### config.mk
export PLATFORM = sky130hd
export DESIGN_NAME = fdcc_top
export DESIGN_NICKNAME = d
export VERILOG_FILES = /design/src/hw/fdcc_pkg.sv /design/src/hw/fdcc_commit_reg.sv /design/src/hw/fdcc_phase_seq.sv /design/src/hw/fdcc_top.sv
export VERILOG_INCLUDE_DIRS = /design/src /design/src/hw
export SDC_FILE = /design/constraint.sdc
export NUM_CORES = 1
export LEC_CHECK = 0
export ABC_CLOCK_PERIOD_IN_PS = 9100
export BUFFER_PORTS_ARGS = -buffer_cell sky130_fd_sc_hd__buf_4
export CAP_MARGIN = 5
export CORE_ASPECT_RATIO = 1.2
export CORE_UTILIZATION = 45
export CTS_CLUSTER_DIAMETER = 40
export DETAILED_ROUTE_END_ITERATION = 8
export PLACE_DENSITY = 0.65
export SYNTH_ARGS = -nofsm -noshare
export SYNTH_HDL_FRONTEND = slang
export SYNTH_SLANG_ARGS = --single-unit
### constraint.sdc
create_clock -name clk_sys -period 9.1 [get_ports clk_sys]
set_clock_uncertainty 0.2 [all_clocks]
set_input_delay 2.73 -clock clk_sys [delete_from_list [all_inputs] [get_ports clk_sys]]
set_output_delay 2.73 -clock clk_sys [all_outputs]
set_load 0.05 [all_outputs]
### src/hw/fdcc_regs.svh
// register offsets, field positions, reset values for the fractional divider control
`ifndef FDCC_REGS_SVH
`define FDCC_REGS_SVH

// ****************************************************************
// byte addresses
// ****************************************************************
`define FDCC_ADDR_W              4
`define FDCC_ADDR_RATIO_LAST     4'h7
`define FDCC_ADDR_PHASE_LO       4'h8
`define FDCC_ADDR_PHASE_HI       4'h9
`define FDCC_ADDR_STATUS         4'hA

// ****************************************************************
// ratio register fields
// ****************************************************************
`define FDCC_RATIO_W             64
`define FDCC_RATIO_PD_BIT        63
`define FDCC_RATIO_DIS_BIT       62
`define FDCC_RATIO_RST_BIT       61
`define FDCC_RATIO_ACC_BIT       60
`define FDCC_FRAC_MSB            59
`define FDCC_FRAC_LSB            26
`define FDCC_FRAC_W              34
`define FDCC_FRAC_DEN_LOG2       34
`define FDCC_SSC_ZERO_W          6
`define FDCC_SECOND_MSB          25
`define FDCC_SECOND_LSB          9
`define FDCC_SECOND_W            17
`define FDCC_FIRST_MSB           8
`define FDCC_FIRST_W             9
`define FDCC_GROUP_W             43
`define FDCC_RATIO_RESET         64'h0000_0000_0000_0064
`define FDCC_FIRST_RESET         9'h064

// ****************************************************************
// phase register fields
// ****************************************************************
`define FDCC_PHASE_REG_W         16
`define FDCC_PH_ADJ_NOW_BIT      15
`define FDCC_PH_POST_SYNC_BIT    14
`define FDCC_PH_SLOW_BIT         13
`define FDCC_PH_RSVD_BIT         12
`define FDCC_PH_GROUP_MSB        11
`define FDCC_PH_GROUP_LSB        10
`define FDCC_PH_MSB              9
`define FDCC_PH_W                10
`define FDCC_PHASE_REG_RESET     16'h43F0
`define FDCC_PHASE_RESET         10'h3F0
`define FDCC_SYNC_GROUP0         2'h0
`define FDCC_SYNC_GROUP1         2'h1

`endif

### src/hw/fdcc_pkg.sv
// types shared by the fractional divider control modules
package fdcc_pkg;

    // gray coded along idle -> request -> wait
    typedef enum logic [1:0] {
        FDCC_SEQ_IDLE = 2'h0,
        FDCC_SEQ_REQ  = 2'h1,
        FDCC_SEQ_WAIT = 2'h3
    } fdcc_seq_state_t;

endpackage

### src/hw/fdcc_commit_reg.sv
// register that takes a staged value only on a commit strobe
`timescale 1ns/1ps

module fdcc_commit_reg #(
    parameter int           W         = 8,
    parameter logic [W-1:0] RESET_VAL = '0
) (
    input  wire logic         clk_sys,
    input  wire logic         resetn,
    input  wire logic         load,
    input  wire logic [W-1:0] d,
    output logic      [W-1:0] q,
    output logic              applied
);

    logic [W-1:0] q_reg;
    logic [W-1:0] q_next;
    logic         applied_reg;
    logic         applied_next;

    always_comb begin
        q_next       = load ? d : q_reg;
        applied_next = load;
    end

    always_ff @(posedge clk_sys) begin
        if (!resetn) begin
            q_reg       <= RESET_VAL;
            applied_reg <= 1'b0;
        end else begin
            q_reg       <= q_next;
            applied_reg <= applied_next;
        end
    end

    assign q       = q_reg;
    assign applied = applied_reg;

endmodule

### src/hw/fdcc_phase_seq.sv
// phase adjust sequencer: immediate request and post-sync application
`timescale 1ns/1ps

module fdcc_phase_seq (
    input  wire logic clk_sys,
    input  wire logic resetn,
    input  wire logic adjust_request,
    input  wire logic post_sync_enable,
    input  wire logic sync_event,
    input  wire logic adjust_done,
    output logic      busy,
    output logic      apply
);

    fdcc_pkg::fdcc_seq_state_t state_reg;
    fdcc_pkg::fdcc_seq_state_t state_next;

    // ****************************************************************
    // state machine
    // ****************************************************************
    always_comb begin
        state_next = state_reg;
        unique case (state_reg)
            fdcc_pkg::FDCC_SEQ_IDLE: begin
                if (adjust_request) begin
                    state_next = fdcc_pkg::FDCC_SEQ_REQ;
                end
            end
            fdcc_pkg::FDCC_SEQ_REQ: begin
                state_next = fdcc_pkg::FDCC_SEQ_WAIT;
            end
            fdcc_pkg::FDCC_SEQ_WAIT: begin
                if (adjust_done) begin
                    state_next = fdcc_pkg::FDCC_SEQ_IDLE;
                end
            end
            default: begin
                state_next = fdcc_pkg::FDCC_SEQ_IDLE;
            end
        endcase
    end

    always_ff @(posedge clk_sys) begin
        if (!resetn) begin
            state_reg <= fdcc_pkg::FDCC_SEQ_IDLE;
        end else begin
            state_reg <= state_next;
        end
    end

    assign busy  = (state_reg != fdcc_pkg::FDCC_SEQ_IDLE);
    // post-sync application on every sync while enabled
    assign apply = (state_reg == fdcc_pkg::FDCC_SEQ_REQ)
                 | (sync_event & post_sync_enable);

    // ****************************************************************
    // checks
    // ****************************************************************
    imm_apply_a: assert property (@(posedge clk_sys) disable iff (!resetn)
        (adjust_request && !busy) |=> apply ##1 busy)
        else $error("immediate adjust not applied");

    self_clear_a: assert property (@(posedge clk_sys) disable iff (!resetn)
        (busy && adjust_done && state_reg == fdcc_pkg::FDCC_SEQ_WAIT) |=> !busy)
        else $error("adjust bit did not self clear");

    post_sync_a: assert property (@(posedge clk_sys) disable iff (!resetn)
        (sync_event && post_sync_enable) |-> apply)
        else $error("post sync adjust missing");

    imm_cover: cover property (@(posedge clk_sys) disable iff (!resetn)
        (adjust_request && !busy) ##[1:20] (busy && adjust_done));

    sync_cover: cover property (@(posedge clk_sys) disable iff (!resetn)
        sync_event && post_sync_enable);

endmodule

### src/hw/fdcc_top.sv
// fractional divider configuration and control, register slave and divider controls
//
// Function
// - power-down control high turns the divider regulator off.
// - disable control high disables the fractional divider.
// - divider reset control high holds the divider in reset.
// - accumulator reset control resets the modulator accumulator, independent of divider reset.
// - fraction field is a numerator over a fixed two to the 34th.
// - first-stage integer and fraction apply together on top fraction byte write.
// - second stage divides by twice value, zero bypasses, one is illegal.
// - nine-bit first-stage integer is the ratio, reset value one hundred.
// - zero-to-one write of immediate adjust applies phase, then self-clears.
// - post-sync adjust applies phase on every sync; resets to one.
// - group field 0 and 1 pick groups zero and one, else none.
// - phase is signed quarter-VCO-period count; positive delays, negative advances.
// - phase resets to minus sixteen quarter periods.
// - phase updates as a unit only when its upper byte is written.
//
// The strobed register port and the register offsets were left to the implementer.
`timescale 1ns/1ps
`include "fdcc_regs.svh"

module fdcc_top (
    input  wire logic                         clk_sys,
    input  wire logic                         resetn,
    input  wire logic [`FDCC_ADDR_W-1:0]      reg_addr,
    input  wire logic [7:0]                   reg_wdata,
    input  wire logic                         reg_wr,
    input  wire logic                         reg_rd,
    output logic      [7:0]                   reg_rdata,
    input  wire logic                         spread_active,
    input  wire logic                         sync_event,
    input  wire logic                         phase_adjust_done,
    output logic                              divider_power_down,
    output logic                              div_disable,
    output logic                              div_reset,
    output logic                              acc_reset,
    output logic      [`FDCC_FIRST_W-1:0]     first_stage_integer,
    output logic      [`FDCC_FRAC_W-1:0]      frac_numerator,
    output logic                              ratio_apply,
    output logic      [`FDCC_SECOND_W:0]      second_stage_ratio,
    output logic                              second_stage_bypass,
    output logic                              slow_freq_en,
    output logic                              sync_group0_member,
    output logic                              sync_group1_member,
    output logic signed [`FDCC_PH_W-1:0]      phase_offset,
    output logic                              phase_apply
);

    // ****************************************************************
    // register images
    // ****************************************************************
    logic [`FDCC_RATIO_W-1:0]     ratio_img_reg;
    logic [`FDCC_RATIO_W-1:0]     ratio_img_next;
    logic [`FDCC_PHASE_REG_W-1:0] phase_img_reg;
    logic [`FDCC_PHASE_REG_W-1:0] phase_img_next;
    logic [7:0]                   rdata_reg;
    logic [7:0]                   rdata_next;
    logic                         ratio_commit;
    logic                         phase_commit;
    logic                         adjust_request;
    logic                         adjust_busy;
    logic                         frac_lsb_violation;
    logic                         second_invalid;
    logic [`FDCC_GROUP_W-1:0]     group_active;
    logic [`FDCC_PH_W-1:0]        phase_active;
    logic [7:0]                   status_byte;

    // top ratio byte holds the fraction msbs and commits the group
    assign ratio_commit   = reg_wr && (reg_addr == `FDCC_ADDR_RATIO_LAST);
    assign phase_commit   = reg_wr && (reg_addr == `FDCC_ADDR_PHASE_HI);
    // write-one-to-start, only a 0 to 1 change counts
    assign adjust_request = phase_commit && reg_wdata[`FDCC_PH_ADJ_NOW_BIT-8]
                          && !adjust_busy;

    always_comb begin
        ratio_img_next = ratio_img_reg;
        phase_img_next = phase_img_reg;
        // byte lanes below the commit byte stage the group, second-stage ratio bits act at once
        if (reg_wr && (reg_addr <= `FDCC_ADDR_RATIO_LAST)) begin
            ratio_img_next[{reg_addr[2:0], 3'h0} +: 8] = reg_wdata;
        end
        if (reg_wr && (reg_addr == `FDCC_ADDR_PHASE_LO)) begin
            phase_img_next[7:0] = reg_wdata;
        end
        if (phase_commit) begin
            phase_img_next[15:8] = reg_wdata;
        end
        // immediate bit lives in the sequencer, reserved reads zero
        phase_img_next[`FDCC_PH_ADJ_NOW_BIT] = 1'b0;
        phase_img_next[`FDCC_PH_RSVD_BIT]    = 1'b0;
    end

    always_ff @(posedge clk_sys) begin
        if (!resetn) begin
            ratio_img_reg <= `FDCC_RATIO_RESET;
            phase_img_reg <= `FDCC_PHASE_REG_RESET;
        end else begin
            ratio_img_reg <= ratio_img_next;
            phase_img_reg <= phase_img_next;
        end
    end

    // ****************************************************************
    // atomic groups
    // ****************************************************************
    fdcc_commit_reg #(
        .W         (`FDCC_GROUP_W),
        .RESET_VAL ({{`FDCC_FRAC_W{1'b0}}, `FDCC_FIRST_RESET})
    ) u_ratio_group (
        .clk_sys (clk_sys),
        .resetn  (resetn),
        .load    (ratio_commit),
        .d       ({ratio_img_next[`FDCC_FRAC_MSB:`FDCC_FRAC_LSB],
                   ratio_img_next[`FDCC_FIRST_MSB:0]}),
        .q       (group_active),
        .applied (ratio_apply)
    );

    fdcc_commit_reg #(
        .W         (`FDCC_PH_W),
        .RESET_VAL (`FDCC_PHASE_RESET)
    ) u_phase_group (
        .clk_sys (clk_sys),
        .resetn  (resetn),
        .load    (phase_commit),
        .d       (phase_img_next[`FDCC_PH_MSB:0]),
        .q       (phase_active),
        .applied ()
    );

    fdcc_phase_seq u_phase_seq (
        .clk_sys          (clk_sys),
        .resetn           (resetn),
        .adjust_request   (adjust_request),
        .post_sync_enable (phase_img_reg[`FDCC_PH_POST_SYNC_BIT]),
        .sync_event       (sync_event),
        .adjust_done      (phase_adjust_done),
        .busy             (adjust_busy),
        .apply            (phase_apply)
    );

    // ****************************************************************
    // divider controls
    // ****************************************************************
    assign divider_power_down  = ratio_img_reg[`FDCC_RATIO_PD_BIT];
    assign div_disable         = ratio_img_reg[`FDCC_RATIO_DIS_BIT];
    assign div_reset           = ratio_img_reg[`FDCC_RATIO_RST_BIT];
    assign acc_reset           = ratio_img_reg[`FDCC_RATIO_ACC_BIT];
    assign first_stage_integer = group_active[`FDCC_FIRST_W-1:0];
    // numerator over 2^FDCC_FRAC_DEN_LOG2
    assign frac_numerator      = group_active[`FDCC_GROUP_W-1:`FDCC_FIRST_W];
    assign second_stage_ratio  = {ratio_img_reg[`FDCC_SECOND_MSB:`FDCC_SECOND_LSB], 1'b0};
    assign second_stage_bypass = (ratio_img_reg[`FDCC_SECOND_MSB:`FDCC_SECOND_LSB] == '0);
    assign slow_freq_en        = phase_img_reg[`FDCC_PH_SLOW_BIT];
    assign sync_group0_member  = (phase_img_reg[`FDCC_PH_GROUP_MSB:`FDCC_PH_GROUP_LSB]
                                  == `FDCC_SYNC_GROUP0);
    assign sync_group1_member  = (phase_img_reg[`FDCC_PH_GROUP_MSB:`FDCC_PH_GROUP_LSB]
                                  == `FDCC_SYNC_GROUP1);
    // signed quarter vco periods, positive lags
    assign phase_offset        = $signed(phase_active);

    // ****************************************************************
    // status and read path
    // ****************************************************************
    assign frac_lsb_violation = spread_active
                              && (frac_numerator[`FDCC_SSC_ZERO_W-1:0] != '0);
    assign second_invalid     = (ratio_img_reg[`FDCC_SECOND_MSB:`FDCC_SECOND_LSB]
                                 == `FDCC_SECOND_W'(1));
    assign status_byte        = {5'h00, second_invalid, frac_lsb_violation, adjust_busy};

    always_comb begin
        rdata_next = 8'h00;
        if (reg_rd) begin
            if (reg_addr <= `FDCC_ADDR_RATIO_LAST) begin
                rdata_next = ratio_img_reg[{reg_addr[2:0], 3'h0} +: 8];
            end else if (reg_addr == `FDCC_ADDR_PHASE_LO) begin
                rdata_next = phase_img_reg[7:0];
            end else if (reg_addr == `FDCC_ADDR_PHASE_HI) begin
                rdata_next = {adjust_busy, phase_img_reg[14:8]};
            end else if (reg_addr == `FDCC_ADDR_STATUS) begin
                rdata_next = status_byte;
            end
        end
    end

    always_ff @(posedge clk_sys) begin
        if (!resetn) begin
            rdata_reg <= 8'h00;
        end else begin
            rdata_reg <= rdata_next;
        end
    end

    assign reg_rdata = rdata_reg;

    // ****************************************************************
    // checks
    // ****************************************************************
    ctrl_follow_a: assert property (@(posedge clk_sys) disable iff (!resetn)
        ratio_commit |=> (divider_power_down == $past(reg_wdata[7]))
                      && (div_disable == $past(reg_wdata[6])))
        else $error("power down or disable not taken");

    reset_follow_a: assert property (@(posedge clk_sys) disable iff (!resetn)
        ratio_commit |=> (div_reset == $past(reg_wdata[5]))
                      && (acc_reset == $past(reg_wdata[4])))
        else $error("divider or accumulator reset not taken");

    acc_indep_a: assert property (@(posedge clk_sys) disable iff (!resetn)
        (ratio_commit && reg_wdata[4] && !reg_wdata[5]) |=> acc_reset && !div_reset)
        else $error("accumulator reset tied to divider reset");

    ratio_commit_a: assert property (@(posedge clk_sys) disable iff (!resetn)
        ratio_commit |=> ratio_apply
            && (frac_numerator[33:30] == $past(reg_wdata[3:0])))
        else $error("ratio group not applied on commit");

    ratio_hold_a: assert property (@(posedge clk_sys) disable iff (!resetn)
        !ratio_commit |=> $stable(frac_numerator) && $stable(first_stage_integer)
                       && !ratio_apply)
        else $error("ratio group changed without commit");

    second_stage_a: assert property (@(posedge clk_sys) disable iff (!resetn)
        !second_stage_ratio[0] && (second_stage_bypass == (second_stage_ratio == '0)))
        else $error("second stage ratio malformed");

    sync_group_a: assert property (@(posedge clk_sys) disable iff (!resetn)
        (phase_commit && reg_wdata[3]) |=> !sync_group0_member && !sync_group1_member)
        else $error("divider in a group for codes 2 or 3");

    phase_hold_a: assert property (@(posedge clk_sys) disable iff (!resetn)
        !phase_commit |=> $stable(phase_offset))
        else $error("phase changed without upper byte write");

    reset_vals_a: assert property (@(posedge clk_sys)
        !resetn |=> (phase_offset == -10'sd16) && (first_stage_integer == 9'h064)
                 && phase_img_reg[`FDCC_PH_POST_SYNC_BIT])
        else $error("reset values wrong");

    ratio_cover: cover property (@(posedge clk_sys) disable iff (!resetn)
        (reg_wr && reg_addr == 4'h6) ##[1:8] ratio_commit);

    spread_cover: cover property (@(posedge clk_sys) disable iff (!resetn)
        frac_lsb_violation);

endmodule

==> summary.txt, run 1 <==
Cells and area
  – Fillcell total: 1,182
  – Max reg flops: 64
  – Layout area overhead: 20.92%
  – NumNets Final: 692
  – ANT cells: 0
  – Final core occ: 56.06%
  – Share of layout cells above drive strength 1: 25.15%

Clock network
  – CTS resizes: 0
  – CTS tree: done
  – Reg clk slew, reported paths: 60 ps
  – H-tree level count: 4
  – # Post-CTS Setup Buffers: 0
  – Num CTS Buffers: 17
  – Clock latency on the worst-skew pair: 420 ps
  – Clk sinks: 142
  – CTS Hold Bufs: 0
  – Clock tree buffer depth: 2
  – Root Driver: clkbuf_16

Min path
  – Min-Delay Path Class: flip-flop to flip-flop
  – Hold Startpoint: u_phase_group.q[8]

Floorplan
  – Row count: 46
  – Starting density of the core: 46.36%
  – Core Area: 13,240 µm²
  – Die Area: 14,110 µm²
  – Top Ports: 108
  – Die height: 129.9 µm
  – Die X: 108.6 µm

Route
  – DRC Markers: 0
  – Drt first pass iters: 4
  – Routed wire length per instance: 18.63 µm
  – DR vias: 4,629
  – Iter 0 DRT Violations: 216
  – Remaining antenna violation count after routing: 0
  – Total Wirelength: 15.80 mm
  – Vias/cell: 5.459

Power and ir drop
  – PwrDens: 200.3 nW/µm²
  – Maximum vdd drop: 137.8 µV
  – P_leak: 3.306 nW

Timing
  – Maximum clock frequency: 0.1630 GHz
  – Final min period: 6134 ps
  – Max Transition Viols Final: 0
  – Rel. slew slack: 28.33%
  – Setup_tns: 0 ps
  – Slew @ Worst Pin: 1075 ps
  – Tcrit/Tclk final: 67.41%
  – Final setup fails: 0
  – Worst hold margin: 253.3 ps
  – RSZ-0062 raised after global routing: false
  – Final hold vios: 0

Synthesis
  – Synth area leader: dfxtp_1
  – Synth area leaders: dfxtp_1, mux2i_1, nor2b_1, mux4_2, o21ai_0
  – Syn Area/Cell: 10.16 µm²
  – Post-synth EDFFs: 0
  – Top-count cell post-synth: dfxtp_1
  – Number of library cell types mapped by synthesis: 56
  – Synth top area share: 46.32%
  – FF+latch count, synth: 142
  – Mapped Cells: 604
  – Synth warnings: 0
  – Main synth FF type: dfxtp_1
  – Async S/R FF share, synth: 0%
  – Seq/Total Area, Yosys: 46.32%
  – Synth Cell Area: 6137 µm²
  – Mapped Nets: 629
  – Synth cell count leaders: dfxtp_1, mux2i_1, nor2b_1, o21ai_0, a21oi_1

Placed design
  – Detail Placement HPWL: 10.93 mm
  – RePlAce Congestion: 0.8763
  – I/O Buffers: 106

Setup path
  – Max Fanout on Critical Path: 1
  – FF-to-FF Start: u_ratio_group.q[9]
  – Critical path arrival: 3200 ps
  – Critical Path RT: 6170 ps
  – Kind of critical path: primary input to output pin
  – Worst Setup SP: sync_event
  – Startpoint Class: primary input
  – CP endpoint kind: output pin

GRT
  – Global Route Usage Sum: 23.29%
  – Vias in the first global route: 4,404
  – Total gr overflow: 0
  – Largest net degree at the start of global routing: 139
  – First-pass GRT wire length: 24.06 mm
  – Initial antenna violation count: 0

Run
  – Max cap viols: 0

Run status
  – Status: finished, final reports clean
layout by cell type (no fill, tap or decap), types with 8 or more instances in the layout:
master / instances
dfxtp_1: 142
buf_4: 109
mux2i_1: 60
nor2b_1: 55
o21ai_0: 53
a21oi_1: 52
nand2_1: 46
clkbuf_16: 17
a21boi_0: 14
mux4_2: 14
nand3_1: 12
a31oi_1: 8
worst paths after layout:
path	endpoint	slack, ps	cells after the start
worst max-delay path	phase_apply	2970	3
worst min-delay path	u_phase_group.q[8]	250	1
worst max register to register	reg_rdata[1]	6900	4
worst min register to register	u_phase_group.q[8]	250	1
worst max-delay path, stage by stage:
cell	delay (ps)
buf_4	110
a22o_1	180
buf_4	190
through the flow:
step	cells	cell area, µm²	setup slack [ps]	power (W)
after CTS	848	7421	2956	0.001496
after floorplan	604	6137	3032	0.0007361
after detailed placement	816	6789	2956	0.0007687
after global routing	848	7421	2947	0.001534
final	848	7421	2966	0.001487
after global placement	816	6789	2961	0.0007673
layout make-up:
type	instances	area [µm²]	share of cell area (%)
multi-input cells	392	2899	39.07
flip-flops and latches	142	2843	38.31
repair buffers	109	818.3	11.03
clock buffers	19	442.9	5.969
well taps	168	210.2	2.833
clock inverters	13	188.9	2.546
inverters	5	18.77	0.2529
where the power goes:
| group | switching [W] | internal, W | leakage [nW] |
|---|---|---|---|
| clock | 0.000264 | 0.000467 | 0.304 |
| sequential | 0.00000587 | 0.000631 | 1.15 |
| combinational | 0.0000792 | 0.0000397 | 1.86 |
| total | 0.000349 | 0.00114 | 3.31 |
per-layer routing:
| metal | up-vias | wire, µm | global-route usage (%) |
|---|---|---|---|
| met4 | 0 | 333 | 9.777 |
| li1 | 2255 | - | - |
| met3 | 22 | 917 | 5.345 |
| met1 | 2214 | 6686 | 28.47 |
| met5 | - | 0 | 0 |
| met2 | 138 | 7861 | 39.31 |
cells by family (layout without fill, tap and decap cells):
group / count (synthesis) / in the layout / synth area share, %
adder cells (fa/ha/maj): 6 / 6 / 1.223
buffers and inverters: 70 / 146 / 6.463
multiplexers: 76 / 76 / 15.78
other: 1 / 1 / 0.06110
AO/OA/AOI/OAI: 143 / 143 / 13.25
AND/OR/NAND/NOR: 166 / 166 / 16.90
flip-flops: 142 / 142 / 46.32
No activity file was read; power rests on OpenSTA's default activity.
==> run 2, diff against run 1 <==
--- a/config.mk
+++ b/config.mk
@@ -6,7 +6,7 @@
 export SDC_FILE = /design/constraint.sdc
 export NUM_CORES = 1
 export LEC_CHECK = 0
-export ABC_CLOCK_PERIOD_IN_PS = 9100
+export ABC_CLOCK_PERIOD_IN_PS = 5900
 export BUFFER_PORTS_ARGS = -buffer_cell sky130_fd_sc_hd__buf_4
 export CAP_MARGIN = 5
 export CORE_ASPECT_RATIO = 1.2
==> constraint.sdc (replaced) <==
create_clock -name clk_sys -period 5.9 [get_ports clk_sys]
set_clock_uncertainty 0.2 [all_clocks]
set_input_delay 1.77 -clock clk_sys [delete_from_list [all_inputs] [get_ports clk_sys]]
set_output_delay 1.77 -clock clk_sys [all_outputs]
set_load 0.05 [all_outputs]
==> summary.txt, run 2 (synthesized netlist as in run 1, its figures left out) <==
Run status
  – Status: finished, final reports clean

Clock network
  – # Post-CTS Setup Buffers: 0 (unchanged)
  – H-tree level count: 4 (unchanged)
  – CTS tree: done
  – CTS resizes: 0 (unchanged)
  – Clk sinks: 142 (unchanged)
  – Clock tree buffer depth: 2 (unchanged)
  – Reg clk slew, reported paths: 60 ps (about the same)
  – Num CTS Buffers: 17 (unchanged)
  – Clock latency on the worst-skew pair: 410 ps (about the same)
  – Root Driver: clkbuf_16
  – CTS Hold Bufs: 0 (unchanged)

Floorplan
  – Top Ports: 108 (unchanged)
  – Die height: 129.9 µm (unchanged)
  – Die Area: 14,110 µm² (unchanged)
  – Die X: 108.6 µm (unchanged)
  – Core Area: 13,240 µm² (unchanged)
  – Row count: 46 (unchanged)
  – Starting density of the core: 46.36% (unchanged)

Cells and area
  – ANT cells: 0 (unchanged)
  – NumNets Final: 692 (unchanged)
  – Max reg flops: 64 (unchanged)
  – Share of layout cells above drive strength 1: 24.93% (-0.22 points)
  – Commonest non-fill, non-tap cell in the layout: dfxtp_1
  – Fillcell total: 1,184 (+0.17%)
  – Layout area overhead: 20.57%
  – Commonest non-fill, non-tap cells in the layout: dfxtp_1, buf_4, mux2i_1, nor2b_1, o21ai_0

Timing
  – Final hold vios: 0 (unchanged)
  – Max Transition Viols Final: 0 (unchanged)
  – Rel. slew slack: 41.68% (+13 points)
  – Setup_tns: 0 ps (unchanged)
  – Tcrit/Tclk final: 76.13%
  – Final min period: 4492 ps
  – Slew @ Worst Pin: 863.1 ps (-212.0 ps)
  – Maximum clock frequency: 0.2226 GHz
  – Final setup fails: 0 (unchanged)
  – RSZ-0062 raised after global routing: false

Route
  – Routed wire length per instance: 19.21 µm (+3.1%)
  – Remaining antenna violation count after routing: 0 (unchanged)
  – Iter 0 DRT Violations: 243 (+13%)
  – Total Wirelength: 16.25 mm (+2.9%)
  – Vias/cell: 5.486 (+0.50%)
  – Drt first pass iters: 5 (+1)
  – DR vias: 4,641 (+0.26%)
  – DRC Markers: 0 (unchanged)

Setup path
  – Critical Path RT: 5970 ps (-200 ps)
  – Critical path arrival: 4560 ps (+1360 ps)
  – Max incr delay on CP: 620 ps (+430 ps)
  – Crit path top cell by count: ha_1
  – Slowest-stage cell, CP: nor2b_1
  – Startpoint Class: primary input
  – CP endpoint kind: flip-flop
  – CP cell instances: buf_4, inv_1, ha_1, ha_1, nor2b_1, nand3_2, mux2i_1, a21oi_1
  – Max Fanout on Critical Path: 25 (+24)
  – Kind of critical path: primary input to flip-flop

GRT
  – First-pass GRT wire length: 24.91 mm (+3.5%)
  – Global Route Usage Sum: 24.05% (+0.76 points)
  – Total gr overflow: 0 (unchanged)
  – Initial antenna violation count: 0 (unchanged)
  – Vias in the first global route: 4,451 (+1.1%)
  – Largest net degree at the start of global routing: 101 (-27%)

Min path
  – Min-Delay Path Class: flip-flop to flip-flop

Power and ir drop
  – Clock Power Share: 48.6% (-0.6 points)
  – Switching power: 0.0005251 W (+50%)
  – Pint: 0.001746 W (+54%)
  – Seq pwr share: 43.3% (+0.5 points)
  – P_leak: 3.298 nW (-0.27%)
  – Total power: 0.002272 W (+53%)
  – Maximum vdd drop: 171.1 µV (+24%)
  – Sw Share: 23.12% (-0.35 points)
  – PwrDens: 307.0 nW/µm² (+53%)
  – Logic pwr share: 8.1% (about the same)

Placed design
  – RePlAce Congestion: 0.8850 (+0.99%)
  – Detail Placement HPWL: 11.32 mm (+3.6%)
  – I/O Buffers: 106 (unchanged)

Run
  – Max cap viols: 0 (unchanged)
## run 2: cell count changes in the layout (fill, tap and decap cells not counted)
cell	change
clkinv_4	-2
clkinv_2	+1
inv_6	-1
## run 2: final timing paths
| check | from | end | slack [ps] | cells past startpoint |
|---|---|---|---|---|
| max | reg_addr[0] | u_ratio_group.q[19] | 1410 | 8 |
| max reg2reg | u_ratio_group.q[9] | reg_rdata[1] | 3650 | 4 |
| min reg2reg | u_phase_group.q[8] | u_phase_group.q[8] | 250 | 1 |
| min | u_phase_group.q[8] | u_phase_group.q[8] | 250 | 1 |
## run 2: per-layer routing
metal	GRT usage, %	share of wire, %
met5	0	0
met4	11.21	2.7
met3	4.945	5.0
met2	38.94	49
met1	30.72	44
## run 2: cell type report
cell class,instances,area [µm²],share of cell area [%]
clock buffers,19,442.9,5.986
clock inverters,11,167.7,2.266
inverters,5,18.77,0.2536
multi-input cells,392,2899,39.18
flip-flops and latches,142,2843,38.42
well taps,168,210.2,2.841
repair buffers,109,818.3,11.06
## run 2: worst max-delay path, delay by kind of cell
kind                       cells  cell delay, ps
AOI/OAI and AO/OA              1              90
adders and majority gates      2             920
buffers and inverters          2             450
muxes                          1             310
and+or+nand+nor                2            1000
## run 2: stage by stage
step / cells / hold slack, ps / worst slack [ps] / utilization [%] / cell area, µm²
floorplan: 604 / 225.8 / 1752 / - / 6137
global placement: 816 / 239.6 / 1101 / 51.29 / 6789
detailed placement: 816 / 240.7 / 989.1 / 51.29 / 6789
CTS: 846 / 254.7 / 1416 / 55.90 / 7400
global route: 846 / 275.0 / 1167 / 55.90 / 7400
finish: 846 / 250.9 / 1408 / 55.90 / 7400
## run 2: power groups by stage
stage | Clock, W | Combinational, W | Sequential [W]
after floorplan | 0 | 0.000106 | 0.00103
after global placement | 0 | 0.000182 | 0.00100
after detailed placement | 0 | 0.000183 | 0.00100
after CTS | 0.00112 | 0.000184 | 0.000982
after global routing | 0.00116 | 0.000195 | 0.000983
final | 0.00110 | 0.000185 | 0.000982
